$ cat config.mk
export PLATFORM = sky130hd
export DESIGN_NAME = spb_serial_ctrl
export DESIGN_NICKNAME = d
export VERILOG_FILES = /design/src/hdl/spb_pkg.sv /design/src/hdl/spb_stream_if.sv /design/src/hdl/spb_fifo.sv /design/src/hdl/spb_baud.sv /design/src/hdl/spb_serial_ctrl.sv
export SDC_FILE = /design/constraint.sdc
export NUM_CORES = 1
export LEC_CHECK = 0
export BUFFER_PORTS_ARGS = -buffer_cell sky130_fd_sc_hd__buf_2
export CAP_MARGIN = 20
export CORE_MARGIN = 2
export CORE_UTILIZATION = 25
export CTS_CLUSTER_DIAMETER = 30
export DETAILED_ROUTE_END_ITERATION = 8
export PLACE_DENSITY = 0.46
export RECOVER_POWER = 50
export SLEW_MARGIN = 20
export SYNTH_ARGS = -nofsm -noshare
export SYNTH_HDL_FRONTEND = slang
export SYNTH_SLANG_ARGS = --single-unit
$ cat constraint.sdc
create_clock -name sys_clk -period 2.4 [get_ports sys_clk]
set_input_delay 0 -clock sys_clk [delete_from_list [all_inputs] [get_ports sys_clk]]
set_output_delay 0 -clock sys_clk [all_outputs]
set_load 0.02 [all_outputs]
$ cat src/hdl/spb_pkg.sv
/*
  Shared constants for the serial port register block: register addresses,
  field positions, reset values, mode codes, baud divisors and frame states.
  Assumes an 8-bit special-function-register port on a single system clock.
*/
package spb_pkg;
  // ==========================================================================
  // Register addresses
  localparam logic [7:0] ADDR_POWER_AND_SERIAL_CONTROL  = 8'h87;
  localparam logic [7:0] ADDR_SERIAL_CONTROL_REG  = 8'h98;
  localparam logic [7:0] ADDR_SERIAL_DATA_BUFFER  = 8'h99;
  localparam logic [7:0] ADDR_NODE_SLAVE_ADDRESS = 8'h9a;
  localparam logic [7:0] ADDR_SMASK = 8'h9b;
  localparam logic [7:0] ADDR_RXTHR = 8'h9f;

  // ==========================================================================
  // Field positions
  localparam int POWER_AND_SERIAL_CONTROL_DBL  = 7;
  localparam int POWER_AND_SERIAL_CONTROL_VIEW = 6;
  localparam int POWER_AND_SERIAL_CONTROL_GFH  = 3;
  localparam int POWER_AND_SERIAL_CONTROL_GFL  = 2;
  localparam int POWER_AND_SERIAL_CONTROL_PD   = 1;
  localparam int POWER_AND_SERIAL_CONTROL_IDL  = 0;
  localparam int SERIAL_CONTROL_REG_TOPH = 7;
  localparam int SERIAL_CONTROL_REG_TOPL = 5;
  localparam int SERIAL_CONTROL_REG_REN  = 4;
  localparam int SERIAL_CONTROL_REG_TB8  = 3;
  localparam int SERIAL_CONTROL_REG_TI   = 1;
  localparam int SERIAL_CONTROL_REG_RI   = 0;
  localparam int THR_HI    = 1;
  localparam int THR_LO    = 0;

  // ==========================================================================
  // Reset values and codes
  localparam logic [7:0] RST_BYTE   = 8'h00;
  localparam logic [1:0] THR_RESET  = 2'h0;
  localparam logic [1:0] THR_NORMAL = 2'h3;
  localparam logic [1:0] MODE_SYNC  = 2'h0;
  localparam logic [1:0] MODE_ASY8  = 2'h1;
  localparam logic [1:0] MODE_FIX9  = 2'h2;
  localparam logic [2:0] LAST_BIT   = 3'h7;

  // ==========================================================================
  // Baud divisors, in units per bit
  localparam int         DIV_W        = 7;
  localparam logic [6:0] DIV_SYNC_SLO = 7'h0c;
  localparam logic [6:0] DIV_SYNC_FST = 7'h04;
  localparam logic [6:0] DIV_FIX      = 7'h40;
  localparam logic [6:0] DIV_FIX_DBL  = 7'h20;
  localparam logic [6:0] DIV_VAR      = 7'h10;
  localparam logic [6:0] DIV_VAR_DBL  = 7'h08;

  // ==========================================================================
  // Transmit buffer shape and frame states
  localparam int FIFO_W     = 9;
  localparam int FIFO_DEPTH = 4;

  typedef enum logic [2:0] {ST_IDLE, ST_START, ST_DATA, ST_NINTH, ST_STOP} spb_frame_st_t;
endpackage

$ cat src/hdl/spb_stream_if.sv
/*
  Valid/ready word carrier between the register block and its transmit buffer.
  Assumes both ends run on the same clock.
*/
interface spb_stream_if #(parameter int W = 9);
  logic         valid;
  logic         ready;
  logic [W-1:0] data;

  modport src (output valid, output data, input ready);
  modport snk (input valid, input data, output ready);
endinterface

$ cat src/hdl/spb_fifo.sv
/*
  Small synchronous FIFO with valid/ready on both sides.
  Assumes one clock and a synchronous active-low reset.
*/
module spb_fifo #(
  parameter int W     = 9,
  parameter int DEPTH = 4
) (
  input wire logic   sys_clk,
  input wire logic   rst_n,
  spb_stream_if.snk  in_s,
  spb_stream_if.src  out_s
);
  import spb_pkg::*;

  localparam int AW = $clog2(DEPTH);

  typedef struct packed {
    logic [DEPTH-1:0][W-1:0] mem;
    logic [AW-1:0]           wp;
    logic [AW-1:0]           rp;
    logic [AW:0]             cnt;
  } spb_fifo_st_t;

  spb_fifo_st_t st_q;
  spb_fifo_st_t st_d;
  logic         push;
  logic         pop;

  // Honest full and empty
  assign in_s.ready  = (st_q.cnt != (AW+1)'(DEPTH));
  assign out_s.valid = (st_q.cnt != '0);
  assign out_s.data  = st_q.mem[st_q.rp];
  assign push        = in_s.valid && in_s.ready;
  assign pop         = out_s.valid && out_s.ready;

  // Next state of pointers and storage
  always_comb begin
    st_d = st_q;
    if (push) begin
      st_d.mem[st_q.wp] = in_s.data;
      st_d.wp = (st_q.wp == AW'(DEPTH-1)) ? '0 : st_q.wp + AW'(1);
    end
    if (pop) begin
      st_d.rp = (st_q.rp == AW'(DEPTH-1)) ? '0 : st_q.rp + AW'(1);
    end
    st_d.cnt = st_q.cnt + (AW+1)'(push) - (AW+1)'(pop);
  end

  // State register
  always_ff @(posedge sys_clk) begin
    if (!rst_n) begin
      st_q <= '0;
    end else begin
      st_q <= st_d;
    end
  end

  fifo_full_flag_a: assert property (@(posedge sys_clk) disable iff (!rst_n)
    !in_s.ready |-> st_q.cnt == (AW+1)'(DEPTH) && out_s.valid)
    else $error("fifo ready low while not full");
endmodule // spb_fifo

$ cat src/hdl/spb_baud.sv
/*
  Restartable bit timer: counts units per bit, flags mid-bit and bit end.
  Assumes unit_i is a one-cycle pulse on the system clock.
*/
module spb_baud #(
  parameter int CW = 7
) (
  input  wire logic          sys_clk,
  input  wire logic          rst_n,
  input  wire logic          unit_i,
  input  wire logic          restart_i,
  input  wire logic [CW-1:0] period_i,
  output logic               tick_o,
  output logic               mid_o
);
  import spb_pkg::*;

  typedef struct packed {
    logic [CW-1:0] cnt;
  } spb_baud_st_t;

  spb_baud_st_t st_q;
  spb_baud_st_t st_d;

  // Bit end and sampling point pulses
  assign tick_o = unit_i && !restart_i && (st_q.cnt == period_i - CW'(1));
  assign mid_o  = unit_i && !restart_i && (st_q.cnt == (period_i >> 1));

  // Unit counter, cleared on restart or at bit end
  always_comb begin
    st_d = st_q;
    if (restart_i || tick_o) begin
      st_d.cnt = '0;
    end else if (unit_i) begin
      st_d.cnt = st_q.cnt + CW'(1);
    end
  end

  // State register
  always_ff @(posedge sys_clk) begin
    if (!rst_n) begin
      st_q <= '0;
    end else begin
      st_q <= st_d;
    end
  end

  count_in_range_a: assert property (@(posedge sys_clk) disable iff (!rst_n)
    ($stable(period_i) && $past(st_q.cnt) < period_i && !restart_i) |-> st_q.cnt < period_i)
    else $error("bit timer ran past its period");
endmodule // spb_baud

$ cat src/hdl/spb_serial_ctrl.sv
/*
  Register side of an enhanced serial port: data buffer, power control,
  serial control with status view, slave address match and receive threshold.
  Assumes an 8-bit register port on sys_clk and a timer overflow pulse.
*/
// Behaviour
// - A write to the data buffer, unless it is full, queues the byte and starts a new transmit frame.
// - A read of the data buffer returns the receive latch, not the transmit byte.
// - The doubler bit halves the bit time in modes 1 and 3 on the timer clock.
// - The doubler bit halves the fixed bit time in mode 2.
// - The view-select bit swaps control bits 7 to 5 between mode bits and error flags.
// - The slave address register holds this node's own 8-bit address.
// - Each mask bit at 1 compares its slave address bit, at 0 makes it don't-care.
// - The 2-bit threshold field chooses the receive pin input low level.
// - The threshold choice applies only while the port is on, else normal input.
// - Power control bits 3 to 2 are plain software storage.
// - Power control bit 1 requests power-down.
// - Power control bit 0 requests idle.
// - With the view bit at 0 the mode field picks one of four serial modes.
// - In modes 2 and 3 with multiprocessor enable, only ninth-bit-set bytes raise receive.
// - Hardware sets the frame error flag and only software clears it.
module spb_serial_ctrl (
  input  wire logic       sys_clk,
  input  wire logic       rst_n,
  input  wire logic [7:0] sfr_addr,
  input  wire logic       sfr_wr,
  input  wire logic       sfr_rd,
  input  wire logic [7:0] sfr_wdata,
  output logic      [7:0] sfr_rdata,
  input  wire logic       timer4_ovf,
  input  wire logic       rxd_pin,
  output logic            txd_pin,
  output logic            shift_clk,
  output logic      [1:0] rx_threshold_sel,
  output logic            powerdown_request,
  output logic            idle_request,
  output logic            tx_buf_ready
);
  import spb_pkg::*;

  // ==========================================================================
  // State
  typedef struct packed {
    logic          baud_doubler;
    logic          status_view_select;
    logic [1:0]    general_flags;
    logic          powerdown_req;
    logic          idle_req;
    logic [1:0]    serial_mode_field;
    logic          multiproc_enable;
    logic          rx_enable;
    logic          tx_bit9;
    logic          rx_bit9;
    logic          transmit_flag;
    logic          receive_flag;
    logic          frame_error_flag;
    logic          receive_overrun_flag;
    logic          transmit_collision_flag;
    logic [7:0]    node_slave_address;
    logic [7:0]    node_address_mask;
    logic [1:0]    threshold_field;
    logic [1:0]    threshold_pin;
    logic [7:0]    rx_latch;
    logic [7:0]    rdata;
    spb_frame_st_t tx_st;
    logic [8:0]    tx_sh;
    logic [2:0]    tx_cnt;
    logic          txd;
    logic          sclk;
    spb_frame_st_t rx_st;
    logic [8:0]    rx_sh;
    logic [2:0]    rx_cnt;
    logic          rxd_meta;
    logic          rxd_sync;
  } spb_ctrl_st_t;

  spb_ctrl_st_t st_q;
  spb_ctrl_st_t st_d;

  logic             wr_serial_data_buffer;
  logic             wr_serial_control_reg;
  logic             nine_bit;
  logic             unit;
  logic [DIV_W-1:0] period;
  logic             tx_load;
  logic             tx_tick;
  logic             tx_mid;
  logic             rx_go;
  logic             rx_tick;
  logic             rx_mid;
  logic [7:0]       rx_byte;
  logic             rx_b9;
  logic             addr_match;
  logic             accept;
  logic [7:0]       rd_mux;

  spb_stream_if #(.W(FIFO_W)) push_s ();
  spb_stream_if #(.W(FIFO_W)) pop_s ();

  assign wr_serial_data_buffer  = sfr_wr && (sfr_addr == ADDR_SERIAL_DATA_BUFFER);
  assign wr_serial_control_reg  = sfr_wr && (sfr_addr == ADDR_SERIAL_CONTROL_REG);
  assign nine_bit = st_q.serial_mode_field[1];

  // ==========================================================================
  // Transmit buffer
  // buffer write queues
  assign push_s.valid = wr_serial_data_buffer;
  assign push_s.data  = {st_q.tx_bit9, sfr_wdata};
  assign tx_buf_ready = push_s.ready;
  assign pop_s.ready  = (st_q.tx_st == ST_IDLE);
  assign tx_load      = pop_s.valid && pop_s.ready;

  spb_fifo #(.W(FIFO_W), .DEPTH(FIFO_DEPTH)) u_txbuf (
    .sys_clk (sys_clk),
    .rst_n   (rst_n),
    .in_s    (push_s),
    .out_s   (pop_s)
  );

  // ==========================================================================
  // Bit timing
  // mode picks clock source
  always_comb begin
    unit   = 1'b1;
    period = DIV_FIX;
    unique case (st_q.serial_mode_field)
      MODE_SYNC: period = st_q.multiproc_enable ? DIV_SYNC_FST : DIV_SYNC_SLO;
      MODE_FIX9: period = st_q.baud_doubler ? DIV_FIX_DBL : DIV_FIX;
      default: begin
        unit   = timer4_ovf;
        period = st_q.baud_doubler ? DIV_VAR_DBL : DIV_VAR;
      end
    endcase
  end

  spb_baud #(.CW(DIV_W)) u_txbaud (
    .sys_clk   (sys_clk),
    .rst_n     (rst_n),
    .unit_i    (unit),
    .restart_i (tx_load),
    .period_i  (period),
    .tick_o    (tx_tick),
    .mid_o     (tx_mid)
  );

  assign rx_go = (st_q.rx_st == ST_IDLE) && st_q.rx_enable && (st_q.serial_mode_field != MODE_SYNC)
                 && !st_q.rxd_sync;

  spb_baud #(.CW(DIV_W)) u_rxbaud (
    .sys_clk   (sys_clk),
    .rst_n     (rst_n),
    .unit_i    (unit),
    .restart_i (rx_go),
    .period_i  (period),
    .tick_o    (rx_tick),
    .mid_o     (rx_mid)
  );

  // ==========================================================================
  // Receive decode
  assign rx_byte    = nine_bit ? st_q.rx_sh[7:0] : st_q.rx_sh[8:1];
  assign rx_b9      = nine_bit ? st_q.rx_sh[8] : st_q.rxd_sync;
  assign addr_match = ((rx_byte ^ st_q.node_slave_address) & st_q.node_address_mask) == RST_BYTE;
  assign accept     = !st_q.multiproc_enable || (nine_bit ? (rx_b9 && addr_match) : st_q.rxd_sync);

  // Register read view
  always_comb begin
    rd_mux = RST_BYTE;
    unique case (sfr_addr)
      ADDR_SERIAL_DATA_BUFFER:  rd_mux = st_q.rx_latch;
      ADDR_POWER_AND_SERIAL_CONTROL:  rd_mux = {st_q.baud_doubler, st_q.status_view_select, 2'h0, st_q.general_flags,
                            st_q.powerdown_req, st_q.idle_req};
      ADDR_SERIAL_CONTROL_REG: begin
        rd_mux = {st_q.serial_mode_field, st_q.multiproc_enable, st_q.rx_enable, st_q.tx_bit9,
                  st_q.rx_bit9, st_q.transmit_flag, st_q.receive_flag};
        if (st_q.status_view_select) begin
          rd_mux[SERIAL_CONTROL_REG_TOPH:SERIAL_CONTROL_REG_TOPL] = {st_q.frame_error_flag, st_q.receive_overrun_flag,
                                         st_q.transmit_collision_flag};
        end
      end
      ADDR_NODE_SLAVE_ADDRESS: rd_mux = st_q.node_slave_address;
      ADDR_SMASK: rd_mux = st_q.node_address_mask;
      ADDR_RXTHR: rd_mux = {6'h00, st_q.threshold_field};
      default:    rd_mux = RST_BYTE;
    endcase
  end

  // ==========================================================================
  // Next state
  always_comb begin
    st_d = st_q;
    // Pin synchroniser
    st_d.rxd_meta = rxd_pin;
    st_d.rxd_sync = st_q.rxd_meta;
    if (sfr_rd) begin
      st_d.rdata = rd_mux;
    end
    if (sfr_wr && sfr_addr == ADDR_POWER_AND_SERIAL_CONTROL) begin
      st_d.baud_doubler       = sfr_wdata[POWER_AND_SERIAL_CONTROL_DBL];
      st_d.status_view_select = sfr_wdata[POWER_AND_SERIAL_CONTROL_VIEW];
      st_d.general_flags      = sfr_wdata[POWER_AND_SERIAL_CONTROL_GFH:POWER_AND_SERIAL_CONTROL_GFL];
      st_d.powerdown_req      = sfr_wdata[POWER_AND_SERIAL_CONTROL_PD];
      st_d.idle_req           = sfr_wdata[POWER_AND_SERIAL_CONTROL_IDL];
    end
    if (wr_serial_control_reg) begin
      if (st_q.status_view_select) begin
        // Error flags clear on written zero
        st_d.frame_error_flag        = st_q.frame_error_flag & sfr_wdata[SERIAL_CONTROL_REG_TOPH];
        st_d.receive_overrun_flag    = st_q.receive_overrun_flag & sfr_wdata[SERIAL_CONTROL_REG_TOPH-1];
        st_d.transmit_collision_flag = st_q.transmit_collision_flag & sfr_wdata[SERIAL_CONTROL_REG_TOPL];
      end else begin
        st_d.serial_mode_field = sfr_wdata[SERIAL_CONTROL_REG_TOPH:SERIAL_CONTROL_REG_TOPH-1];
        st_d.multiproc_enable  = sfr_wdata[SERIAL_CONTROL_REG_TOPL];
      end
      st_d.rx_enable     = sfr_wdata[SERIAL_CONTROL_REG_REN];
      st_d.tx_bit9       = sfr_wdata[SERIAL_CONTROL_REG_TB8];
      st_d.transmit_flag = sfr_wdata[SERIAL_CONTROL_REG_TI];
      st_d.receive_flag  = sfr_wdata[SERIAL_CONTROL_REG_RI];
    end
    if (sfr_wr && sfr_addr == ADDR_NODE_SLAVE_ADDRESS) begin
      st_d.node_slave_address = sfr_wdata;
    end
    if (sfr_wr && sfr_addr == ADDR_SMASK) begin
      st_d.node_address_mask = sfr_wdata;
    end
    if (sfr_wr && sfr_addr == ADDR_RXTHR) begin
      st_d.threshold_field = sfr_wdata[THR_HI:THR_LO];
    end
    st_d.threshold_pin = st_q.rx_enable ? st_q.threshold_field : THR_NORMAL;
    // Write to a full buffer is a collision
    if (wr_serial_data_buffer && !push_s.ready) begin
      st_d.transmit_collision_flag = 1'b1;
    end

    // Transmit frame
    if (tx_load) begin
      st_d.tx_sh  = pop_s.data;
      st_d.tx_cnt = '0;
      if (st_q.serial_mode_field == MODE_SYNC) begin
        st_d.tx_st = ST_DATA;
        st_d.txd   = pop_s.data[0];
        st_d.tx_sh = {1'b0, pop_s.data[8:1]};
        st_d.sclk  = 1'b0;
      end else begin
        st_d.tx_st = ST_START;
        st_d.txd   = 1'b0;
      end
    end else begin
      if (tx_mid && st_q.serial_mode_field == MODE_SYNC && st_q.tx_st == ST_DATA) begin
        st_d.sclk = 1'b1;
      end
      if (tx_tick) begin
        unique case (st_q.tx_st)
          ST_START: begin
            st_d.tx_st = ST_DATA;
            st_d.txd   = st_q.tx_sh[0];
            st_d.tx_sh = {1'b0, st_q.tx_sh[8:1]};
          end
          ST_DATA: begin
            if (st_q.tx_cnt != LAST_BIT) begin
              st_d.tx_cnt = st_q.tx_cnt + 3'h1;
              st_d.txd    = st_q.tx_sh[0];
              st_d.tx_sh  = {1'b0, st_q.tx_sh[8:1]};
              st_d.sclk   = (st_q.serial_mode_field != MODE_SYNC);
            end else if (st_q.serial_mode_field == MODE_SYNC) begin
              st_d.tx_st         = ST_IDLE;
              st_d.transmit_flag = 1'b1;
            end else if (nine_bit) begin
              st_d.tx_st = ST_NINTH;
              st_d.txd   = st_q.tx_sh[0];
            end else begin
              st_d.tx_st         = ST_STOP;
              st_d.txd           = 1'b1;
              st_d.transmit_flag = 1'b1;
            end
          end
          ST_NINTH: begin
            st_d.tx_st         = ST_STOP;
            st_d.txd           = 1'b1;
            st_d.transmit_flag = 1'b1;
          end
          ST_STOP: st_d.tx_st = ST_IDLE;
          ST_IDLE: st_d.txd = 1'b1;
          default: st_d.tx_st = ST_IDLE;
        endcase
      end
    end

    // Receive frame
    unique case (st_q.rx_st)
      ST_IDLE: if (rx_go) st_d.rx_st = ST_START;
      ST_START: begin
        if (rx_mid && st_q.rxd_sync) begin
          st_d.rx_st = ST_IDLE;
        end else if (rx_tick) begin
          st_d.rx_st  = ST_DATA;
          st_d.rx_cnt = '0;
        end
      end
      ST_DATA, ST_NINTH: begin
        if (rx_mid) begin
          st_d.rx_sh = {st_q.rxd_sync, st_q.rx_sh[8:1]};
        end
        if (rx_tick) begin
          st_d.rx_cnt = st_q.rx_cnt + 3'h1;
          if (st_q.rx_st == ST_NINTH || (st_q.rx_cnt == LAST_BIT && !nine_bit)) begin
            st_d.rx_st = ST_STOP;
          end else if (st_q.rx_cnt == LAST_BIT) begin
            st_d.rx_st = ST_NINTH;
          end
        end
      end
      ST_STOP: begin
        if (rx_mid) begin
          st_d.rx_st = ST_IDLE;
          if (!st_q.rxd_sync) begin
            st_d.frame_error_flag = 1'b1;
          end
          if (accept) begin
            if (st_q.receive_flag && !(wr_serial_control_reg && !sfr_wdata[SERIAL_CONTROL_REG_RI])) begin
              st_d.receive_overrun_flag = 1'b1;
            end else begin
              st_d.rx_latch     = rx_byte;
              st_d.rx_bit9      = rx_b9;
              st_d.receive_flag = 1'b1;
            end
          end
        end
      end
      default: st_d.rx_st = ST_IDLE;
    endcase
  end

  // ==========================================================================
  // State register
  always_ff @(posedge sys_clk) begin
    if (!rst_n) begin
      st_q               <= '0;
      st_q.tx_st         <= ST_IDLE;
      st_q.rx_st         <= ST_IDLE;
      st_q.txd           <= 1'b1;
      st_q.sclk          <= 1'b1;
      st_q.rxd_meta      <= 1'b1;
      st_q.rxd_sync      <= 1'b1;
      st_q.threshold_pin <= THR_NORMAL;
    end else begin
      st_q <= st_d;
    end
  end

  assign sfr_rdata         = st_q.rdata;
  assign txd_pin           = st_q.txd;
  assign shift_clk         = st_q.sclk;
  assign rx_threshold_sel  = st_q.threshold_pin;
  assign powerdown_request = st_q.powerdown_req;
  assign idle_request      = st_q.idle_req;

  // ==========================================================================
  // Checks
  buf_write_starts_a: assert property (@(posedge sys_clk) disable iff (!rst_n)
    (wr_serial_data_buffer && push_s.ready && !pop_s.valid && st_q.tx_st == ST_IDLE) |-> ##2 st_q.tx_st != ST_IDLE)
    else $error("buffer write did not start a frame");
  buf_read_latch_a: assert property (@(posedge sys_clk) disable iff (!rst_n)
    (sfr_rd && sfr_addr == ADDR_SERIAL_DATA_BUFFER) |=> sfr_rdata == $past(st_q.rx_latch))
    else $error("buffer read did not return receive latch");
  fixed_rate_double_a: assert property (@(posedge sys_clk) disable iff (!rst_n)
    (tx_tick && st_q.serial_mode_field == MODE_FIX9 && st_q.baud_doubler && st_q.tx_st == ST_DATA
     && st_q.tx_cnt < 3'h6) |-> ##32 tx_tick)
    else $error("doubled fixed bit time wrong");
  status_view_read_a: assert property (@(posedge sys_clk) disable iff (!rst_n)
    (sfr_rd && sfr_addr == ADDR_SERIAL_CONTROL_REG && st_q.status_view_select) |=>
    sfr_rdata[7:5] == {$past(st_q.frame_error_flag), $past(st_q.receive_overrun_flag),
                       $past(st_q.transmit_collision_flag)})
    else $error("status view not shown");
  slave_addr_store_a: assert property (@(posedge sys_clk) disable iff (!rst_n)
    (sfr_wr && sfr_addr == ADDR_NODE_SLAVE_ADDRESS) |=> st_q.node_slave_address == $past(sfr_wdata))
    else $error("slave address not stored");
  masked_match_a: assert property (@(posedge sys_clk) disable iff (!rst_n)
    ($rose(st_q.receive_flag) && !$past(wr_serial_control_reg) && st_q.multiproc_enable && nine_bit) |->
    st_q.rx_bit9 && ((st_q.rx_latch ^ st_q.node_slave_address) & st_q.node_address_mask) == 8'h00)
    else $error("unmatched address accepted");
  threshold_gate_a: assert property (@(posedge sys_clk) disable iff (!rst_n)
    !st_q.rx_enable |=> rx_threshold_sel == THR_NORMAL)
    else $error("threshold applied while port off");
  general_flags_a: assert property (@(posedge sys_clk) disable iff (!rst_n)
    (sfr_wr && sfr_addr == ADDR_POWER_AND_SERIAL_CONTROL) |=> st_q.general_flags == $past(sfr_wdata[3:2])
    && powerdown_request == $past(sfr_wdata[1]) && idle_request == $past(sfr_wdata[0]))
    else $error("power control write not held");
  frame_error_hold_a: assert property (@(posedge sys_clk) disable iff (!rst_n)
    (st_q.frame_error_flag && !wr_serial_control_reg) |=> st_q.frame_error_flag)
    else $error("frame error cleared without software");
endmodule // spb_serial_ctrl

==> run summary, run 1 <==
## Yosys
- 0 — yosys synthesis warning count
- 144 — Seq cells post-synth
- 12.60% — share of synthesized area spent on multiplexers
- 0 — Post-synth EDFFs
- sky130_fd_sc_hd__dfxtp_1 — most used flip-flop cell after synthesis
- 2.850% — XOR/XNOR Fraction of Synth Area
- sky130_fd_sc_hd__dfxtp_1 — cell type contributing the most total cell area after synthesis
- simple AND/OR/NAND/NOR gates — combinational family with the most area after synthesis
- 68 — Netlist cell types
- 0% — share of flip-flops with an asynchronous set or reset after synthesis
- 0.007376 mm^2 — synthesized cell area
- 39.08% — register area share after synthesis
- 144 x sky130_fd_sc_hd__dfxtp_1, 102 x sky130_fd_sc_hd__nand2_1, 96 x sky130_fd_sc_hd__nor2_1 — most frequent cells after synthesis
- 39.08% — area share of the largest cell type after synthesis
- 8.637 um^2 — post-synthesis average cell area
- 890 — Mapped Nets
- 20.92% — area fraction in and, or, nand and nor cells after synthesis
- 16.32% — post-synthesis compound-gate area fraction
- 2.477% — synthesized-area fraction occupied by adder cells
- sky130_fd_sc_hd__dfxtp_1 39%, sky130_fd_sc_hd__mux2i_1 7.9%, sky130_fd_sc_hd__nand2_1 5.2%, sky130_fd_sc_hd__nor2_1 4.9%, sky130_fd_sc_hd__mux4_2 4.6% — ranking of synthesized cells by area
- 854 — synthesized instance count
- sky130_fd_sc_hd__dfxtp_1 — most frequent cell after synthesis

## STA
- true — unrepaired setup endpoints after global routing
- 0 — max-slew violations
- 0.07703 ns — WHS
- 93.36% — part of the cycle the worst path needs
- 0 ns — Total Neg Setup Slack
- 0.01612 ns — setup skew after layout
- 446.3 MHz — maximum clock frequency
- 2.241 ns — clock period minus worst slack
- 47.39% — Worst slew margin
- 0 — count of endpoints failing hold in the final timing report
- 0 — Setup-failing EPs final
- 0.7892 ns — transition at the pin with the smallest max-transition slack

## CTS
- 0.43 ns — later-pin clock latency in the skew report
- 144 — clock tree sinks
- 0.06 ns — clock slew at reported path FFs
- sky130_fd_sc_hd__clkbuf_16 — CTS root buf
- 2 — maximum clock insertion buffer count
- built — TritonCTS clock tree
- 4 — CTS H-tree lvls
- 17 — Num CTS Buffers
- 0 — number of setup buffers added after CTS

## Worst setup path
- reg -> reg — crit path kind
- 2.56 ns — Crit path arrival time
- 8 — largest driver fanout on the critical path
- nor3b_1 -> xnor2_1 -> or4b_4 -> a311oi_4 -> buf_4 -> a211oi_1 -> a211oi_1 — cell breakdown of the critical path
- register — endpoint class of the critical path
- 0.55 ns — delay of the slowest critical-path stage
- 2.72 ns — critical path required time
- register — nature of the critical path startpoint
- nine_bit — Crit. Startpoint
- sky130_fd_sc_hd__a211oi_1 — critical path's most frequent cell
- nine_bit — worst r2r src
- sky130_fd_sc_hd__or4b_4 — master of the slowest instance on the critical path
- 7 — depth of the worst register-to-register path

## Hold path
- 5 — number of cells on the worst hold path
- in -> reg — Worst Hold Class
- sfr_addr[2] — HP Start

## Layout
- 0 — antenna diode instance count
- 931 — number of nets in the finished design
- 30.25% — post-route core utilization
- 0.008730 mm^2 — final instance area
- 3098 — Fillers
- 18.35% — area added between synthesis and finish
- 14.54% — fraction of layout instances using a drive strength above 1

## Pwr
- 731.5 mW/mm^2 — pwr dens
- 6385 uW — power after layout
- 0.0003535 V — worst ir drop on vdd
- 0.003079 uW — leakage power figure

## Global route
- 0 — total gr overflow
- 20.15% — global-route met1 utilization
- 5938 — via count of the first global-routing pass
- 2.554% — met3 usage in global routing
- 33640 um — wire length of the first global-routing pass
- 20.73% — grt met2 use
- 0 — antenna violations before repair
- met2 — global-route layer with the greatest usage
- 13.79% — gr usage total
- 46 — largest net degree at the start of global routing

## Drt
- 5 — DR pass1 iterations
- 0 — antenna violation net count after detailed routing
- 4.804 — drt via density
- 20740 um — final wirelength
- 381 — DRC violation total after the first TritonRoute iteration
- 0 — final routed DRC violation total
- 16.05 um — wire length per cell after detailed routing
- 6207 — via total after detailed routing

## Floorplan
- 175.8 um — x dimension of the die
- 0.03089 mm^2 — floorplan die area
- 25.56% — starting density of the core
- 37 — num ports
- 175.8 um — Die Y
- 0.02886 mm^2 — core box area
- 62 — Site Rows

## Run status
- completed — run status

## Place
- 36 — IO buf count
- 0.008117 mm^2 — Cell Area, Placed
- 0.8091 — global placement routability congestion
- 14660 um — HPWL after DPL

## Job
- 0 — number of max-cap violations

==> kinds of logic after synthesis <==
kind of cell               after synthesis
adders and majority gates               14
DFF                                    144
xor gates and xnor gates                24
and+or+nand+nor                        323
buffers and inverters                   97
muxes                                   74
AOI/OAI and AO/OA                      178
==> worst max-delay path, delay by kind of cell, from the launching register on <==
family,cells,cell delay [ns]
compound gates,3,0.51
xor+xnor,1,0.20
buf+inv,1,0.20
flops,1,0.38
simple gates,2,0.86
==> stage by stage <==
stage               cells  worst slack [ns]
finish               1292            0.1593
global route         1292          -0.01141
CTS                  1292            0.1160
detailed placement   1250            0.1384
global placement     1250            0.1667
floorplan             854           0.08020
==> path summary, 6_finish.rpt <==
check             slack, ns        to
hold / removal         0.08  st_q[52]
hold reg to reg        0.42   st_q[0]
setup reg to reg       0.16  st_q[26]
setup / recovery       0.16  st_q[26]
==> power by group <==
part,internal (uW),switching (uW)
sequential,2530,162
clock,1460,1150
combinational,451,627
==> registers in the layout (all words and copies together), names as in the netlist, 2 cells and up <==
register	count
st_q	70
u_txbuf.st_q	43
sfr_rdata	8
u_rxbaud.st_q	7
u_txbaud.st_q	7
rx_threshold_sel	2
==> layer usage <==
| metal | vias to the layer above | routed length (um) |
|---|---|---|
| met5 | - | 0 |
| met4 | 0 | 189 |
| met3 | 15 | 796 |
| met2 | 135 | 9111 |
| met1 | 2949 | 10650 |
| li1 | 3108 | - |
==> placed cells by master, fill, tap and decap left out, types with 15 or more instances in the layout <==
cell                          n
sky130_fd_sc_hd__clkbuf_1    20
sky130_fd_sc_hd__inv_1       23
sky130_fd_sc_hd__dfxtp_1    144
sky130_fd_sc_hd__nand3_1     46
sky130_fd_sc_hd__a211oi_1    20
sky130_fd_sc_hd__clkbuf_16   17
sky130_fd_sc_hd__nand2_1    102
sky130_fd_sc_hd__mux2i_1     57
sky130_fd_sc_hd__buf_4       37
sky130_fd_sc_hd__o21ai_0     28
sky130_fd_sc_hd__xnor2_1     17
sky130_fd_sc_hd__mux4_2      15
sky130_fd_sc_hd__nor2_1      96
sky130_fd_sc_hd__buf_2       21
sky130_fd_sc_hd__a21oi_1     64
==> layout make-up <==
class / instances / area (um^2) / area share [%]
Timing Repair Buffer: 94 / 633.1 / 7.252
Tap cell: 384 / 480.5 / 5.504
Clock inverter: 15 / 146.4 / 1.677
Sequential cell: 144 / 2883 / 33.02
Clock buffer: 17 / 425.4 / 4.873
Multi-Input combinational cell: 613 / 4066 / 46.58
Inverter: 25 / 95.09 / 1.089
==> timing repair <==
item                       4_1_cts  5_1_grt
setup endpoints to repair        0        3
gates resized for setup          0        2
hold endpoints to repair        52        0
hold buffers                    10        0
No activity file was read; power rests on OpenSTA's default activity.
==> inputs of run 2 (changes only) <==
- ABC_AREA: default -> 1
==> run 2 against run 1 <==
- total power increased by 11%
- clock-buffer cell count did not move
- fmax increased by 5.9%
- clock power up 10%
- sequential cell count unchanged
- critical endpoint is now u_txbuf.st_q[2]
- largest power group is now the clock network
==> run summary, run 2 <==
## STA
- 0 — max-slew violations, unchanged
- 0 — Setup-failing EPs final, unchanged
- 0.01257 ns — setup skew after layout, was 0.01612 ns
- false — unrepaired setup endpoints after global routing, was true
- 0.9095 ns — transition at the pin with the smallest max-transition slack, was 0.7892 ns
- 39.37% — Worst slew margin, was 47.39%
- 472.6 MHz — maximum clock frequency, was 446.3 MHz
- 2.116 ns — clock period minus worst slack, was 2.241 ns
- 0 — count of endpoints failing hold in the final timing report, unchanged
- 0 ns — Total Neg Setup Slack, unchanged
- 88.16% — part of the cycle the worst path needs, was 93.36%

## Layout
- st_q — Reg with most FFs, unchanged
- 206 x sky130_fd_sc_hd__nand2_1, 143 x sky130_fd_sc_hd__dfxtp_1, 123 x sky130_fd_sc_hd__inv_1 — most frequent cells in the layout, was 144 x sky130_fd_sc_hd__dfxtp_1, 102 x sky130_fd_sc_hd__nand2_1, 96 x sky130_fd_sc_hd__nor2_1
- 16.26% — area added between synthesis and finish, was 18.35%
- 0.003674 mm^2 — multi-input logic area, was 0.004066 mm^2
- 70 — max reg flops, unchanged
- 3207 — Fillers, was 3098
- 9.855% — fraction of layout instances using a drive strength above 1, was 14.54%
- 1129 — number of nets in the finished design, was 931
- 0.002884 mm^2 — area taken by flip-flops and latches, was 0.002883 mm^2
- sky130_fd_sc_hd__nand2_1 — most common cell after layout, fill and taps aside, was sky130_fd_sc_hd__dfxtp_1

## Pwr
- 825.6 mW/mm^2 — pwr dens, was 731.5 mW/mm^2
- 0.0003980 V — worst ir drop on vdd, was 0.0003535 V
- 0.003350 uW — leakage power figure, was 0.003079 uW
- 7067 uW — power after layout, was 6385 uW

## Yosys
- 0.007362 mm^2 — synthesized cell area, was 0.007376 mm^2
- 39.16% — area share of the largest cell type after synthesis, was 39.08%
- sky130_fd_sc_hd__dfxtp_1 — most used flip-flop cell after synthesis, unchanged
- 18.51% — post-synthesis compound-gate area fraction, was 16.32%
- 0% — share of synthesized area spent on multiplexers, was 12.60%
- 206 x sky130_fd_sc_hd__nand2_1, 144 x sky130_fd_sc_hd__dfxtp_1, 123 x sky130_fd_sc_hd__inv_1 — most frequent cells after synthesis, was 144 x sky130_fd_sc_hd__dfxtp_1, 102 x sky130_fd_sc_hd__nand2_1, 96 x sky130_fd_sc_hd__nor2_1
- sky130_fd_sc_hd__nand2_1 — most frequent cell after synthesis, was sky130_fd_sc_hd__dfxtp_1
- simple AND/OR/NAND/NOR gates — combinational family with the most area after synthesis, unchanged
- 0 — yosys synthesis warning count, unchanged
- 1.071% — XOR/XNOR Fraction of Synth Area, was 2.850%
- 1061 — synthesized instance count, was 854
- 1097 — Mapped Nets, was 890
- 2.481% — synthesized-area fraction occupied by adder cells, was 2.477%
- 6.939 um^2 — post-synthesis average cell area, was 8.637 um^2
- 27.91% — area fraction in and, or, nand and nor cells after synthesis, was 20.92%
- 0% — share of flip-flops with an asynchronous set or reset after synthesis, unchanged
- 0 — Post-synth EDFFs, unchanged
- 48 — Netlist cell types, was 68
- 39.16% — register area share after synthesis, was 39.08%
- sky130_fd_sc_hd__dfxtp_1 — cell type contributing the most total cell area after synthesis, unchanged
- sky130_fd_sc_hd__dfxtp_1 39%, sky130_fd_sc_hd__nand2_1 11%, sky130_fd_sc_hd__a21oi_1 8.3%, sky130_fd_sc_hd__o21ai_0 6.7%, sky130_fd_sc_hd__inv_1 6.3% — ranking of synthesized cells by area, was sky130_fd_sc_hd__dfxtp_1 39%, sky130_fd_sc_hd__mux2i_1 7.9%, sky130_fd_sc_hd__nand2_1 5.2%, sky130_fd_sc_hd__nor2_1 4.9%, sky130_fd_sc_hd__mux4_2 4.6%
- 144 — Seq cells post-synth, unchanged

## Worst setup path
- sky130_fd_sc_hd__inv_1 — critical path's most frequent cell, was sky130_fd_sc_hd__a211oi_1
- u_txbuf.st_q[2] — Critical R2R Capture, was st_q[26]
- st_q[31] — worst r2r src, was nine_bit
- reg -> reg — crit path kind, unchanged
- register — endpoint class of the critical path, unchanged
- 0.28 ns — R2R Setup Slk, was 0.16 ns
- 10 — number of gates on the worst path with buffers counted, was 7
- sky130_fd_sc_hd__fa_1 — master of the slowest instance on the critical path, was sky130_fd_sc_hd__or4b_4
- 5 — largest driver fanout on the critical path, was 8
- 2.44 ns — Crit path arrival time, was 2.56 ns
- register — nature of the critical path startpoint, unchanged
- 3 — Bufs and invs on worst path, was 1
- adder cells — kind of cell adding the most delay to the critical path, was simple AND/OR/NAND/NOR gates
- nor3_1 -> nand2_1 -> inv_1 -> ha_1 -> inv_1 -> ha_1 -> inv_1 -> fa_1 -> o21ai_0 -> a21oi_1 — cell breakdown of the critical path, was nor3b_1 -> xnor2_1 -> or4b_4 -> a311oi_4 -> buf_4 -> a211oi_1 -> a211oi_1
- 0.37 ns — delay of the slowest critical-path stage, was 0.55 ns
- 10 — depth of the worst register-to-register path, was 7
- 2.73 ns — critical path required time, was 2.72 ns

## CTS
- 0.45 ns — later-pin clock latency in the skew report, was 0.43 ns
- sky130_fd_sc_hd__clkbuf_16 — CTS root buf, unchanged
- 144 — clock tree sinks, unchanged
- 2 — maximum clock insertion buffer count, unchanged
- 17 — Num CTS Buffers, unchanged
- 0.07 ns — clock slew at reported path FFs, was 0.06 ns
- 4 — CTS H-tree lvls, unchanged
- built — TritonCTS clock tree, unchanged

## Floorplan
- 62 — Site Rows, unchanged
- 25.51% — starting density of the core, was 25.56%
- 37 — num ports, unchanged
- 175.6 um — Die Y, was 175.8 um
- 0.03084 mm^2 — floorplan die area, was 0.03089 mm^2
- 0.02886 mm^2 — core box area, unchanged
- 175.6 um — x dimension of the die, was 175.8 um

## Job
- 0 — number of max-cap violations, unchanged

## Global route
- 1 — antenna violations before repair, was 0
- 0 — total gr overflow, unchanged
- 34470 um — wire length of the first global-routing pass, was 33640 um
- 14.14% — gr usage total, was 13.79%
- 6320 — via count of the first global-routing pass, was 5938
- 49 — largest net degree at the start of global routing, was 46

## Drt
- 14.20 um — wire length per cell after detailed routing, was 16.05 um
- 0 — final routed DRC violation total, unchanged
- 475 — DRC violation total after the first TritonRoute iteration, was 381
- 4.532 — drt via density, was 4.804
- 7 — DR pass1 iterations, was 5
- 21180 um — final wirelength, was 20740 um
- 10580 um — wire length the detailed router placed on met1, was 10650 um
- 0 — antenna violation net count after detailed routing, unchanged
- 6757 — via total after detailed routing, was 6207
- 9581 um — detailed-routed wire length on met2, was 9111 um
- 747 um — amount of wire on met3 after detailed routing, was 796 um
- met4 — topmost layer with routed signal wires, unchanged

## Place
- 0.7832 — global placement routability congestion, was 0.8091
- 15170 um — HPWL after DPL, was 14660 um
- 36 — IO buf count, unchanged

## Hold path
- sfr_addr[3] — HP Start, was sfr_addr[2]
- in -> reg — Worst Hold Class, unchanged
- 5 — number of cells on the worst hold path, unchanged
- st_q[52] — sink of the worst hold path, unchanged

## Run status
- completed — run status, unchanged

-- run 2: cell types whose count changed after synthesis, moves of 45 or more --
cell,previous run,this run
sky130_fd_sc_hd__a21oi_1,64,122
sky130_fd_sc_hd__inv_1,24,123
sky130_fd_sc_hd__mux2i_1,58,0
sky130_fd_sc_hd__nand2_1,102,206
sky130_fd_sc_hd__nand3_1,45,90
sky130_fd_sc_hd__o21ai_0,28,99
-- run 2: through the flow --
stage	std cells	utilization, %	hold WS (ns)	instance area, um^2	setup slack (ns)
6_report	1491	29.66	0.07803	8559	0.2842
3_5_place_dp	1447	27.23	0.2036	7858	0.2374
5_1_grt	1491	29.66	0.1045	8559	0.05835
4_1_cts	1490	29.76	0.06422	8587	0.2231
3_3_place_gp	1447	27.23	0.1926	7858	0.3037
2_1_floorplan	1061	-	0.1066	7362	0.2630
-- run 2: final cells by class --
| cell class | count | share of cell area [%] |
|---|---|---|
| Antenna cell | 1 | 0.02924 |
| Clock buffer | 17 | 4.970 |
| Clock inverter | 15 | 2.266 |
| Inverter | 130 | 5.759 |
| Multi-Input combinational cell | 734 | 42.92 |
| Sequential cell | 144 | 33.69 |
| Tap cell | 384 | 5.613 |
| Timing Repair Buffer | 66 | 4.751 |
-- run 2: what timing repair did --
item / 4_1_cts / 5_1_grt
endpoints found under the hold margin: 62 / 0
endpoints found under the setup margin: 0 / 3
buffers inserted: 0 / 0
hold buffers: 11 / 0
resized for setup: 0 / 1
-- run 2: metal layers --
layer / up-vias / track usage [%]
met4: 0 / 4.132
met3: 19 / 2.511
met1: 3093 / 19.75
met5: - / 0
met2: 104 / 22.26
li1: 3541 / -
-- run 2: cells by family after synthesis --
group	count (synthesis)
DFF	144
buffers and inverters	183
xor gates and xnor gates	9
and+or+nand+nor	455
AOI/OAI and AO/OA	256
adders and majority gates	14
-- run 2: worst min-delay path, delay by kind of cell --
kind	cells	cell delay, ns
and+or+nand+nor	2	0.23
buffers and inverters	2	0.16
AOI/OAI and AO/OA	1	0.08
-- run 2: power by group --
part           switching [uW]  total (uW)  internal, uW  leakage [uW]
Combinational            1050        1550           501       0.00188
Sequential                105        2640          2530       0.00117
Clock                    1210        2880          1670      0.000306
Total                    2360        7070          4710       0.00335
-- run 2: worst max path at each step --
stage	startpoint	to	slack, ns
final	st_q[31]	u_txbuf.st_q[2]	0.28
after global routing	u_txbuf.st_q[1]	u_txbuf.st_q[17]	0.06
after CTS	st_q[79]	st_q[19]	0.22
after detailed placement	st_q[79]	st_q[19]	0.24
after global placement	st_q[79]	st_q[19]	0.30
after floorplan	st_q[31]	u_txbuf.st_q[2]	0.26
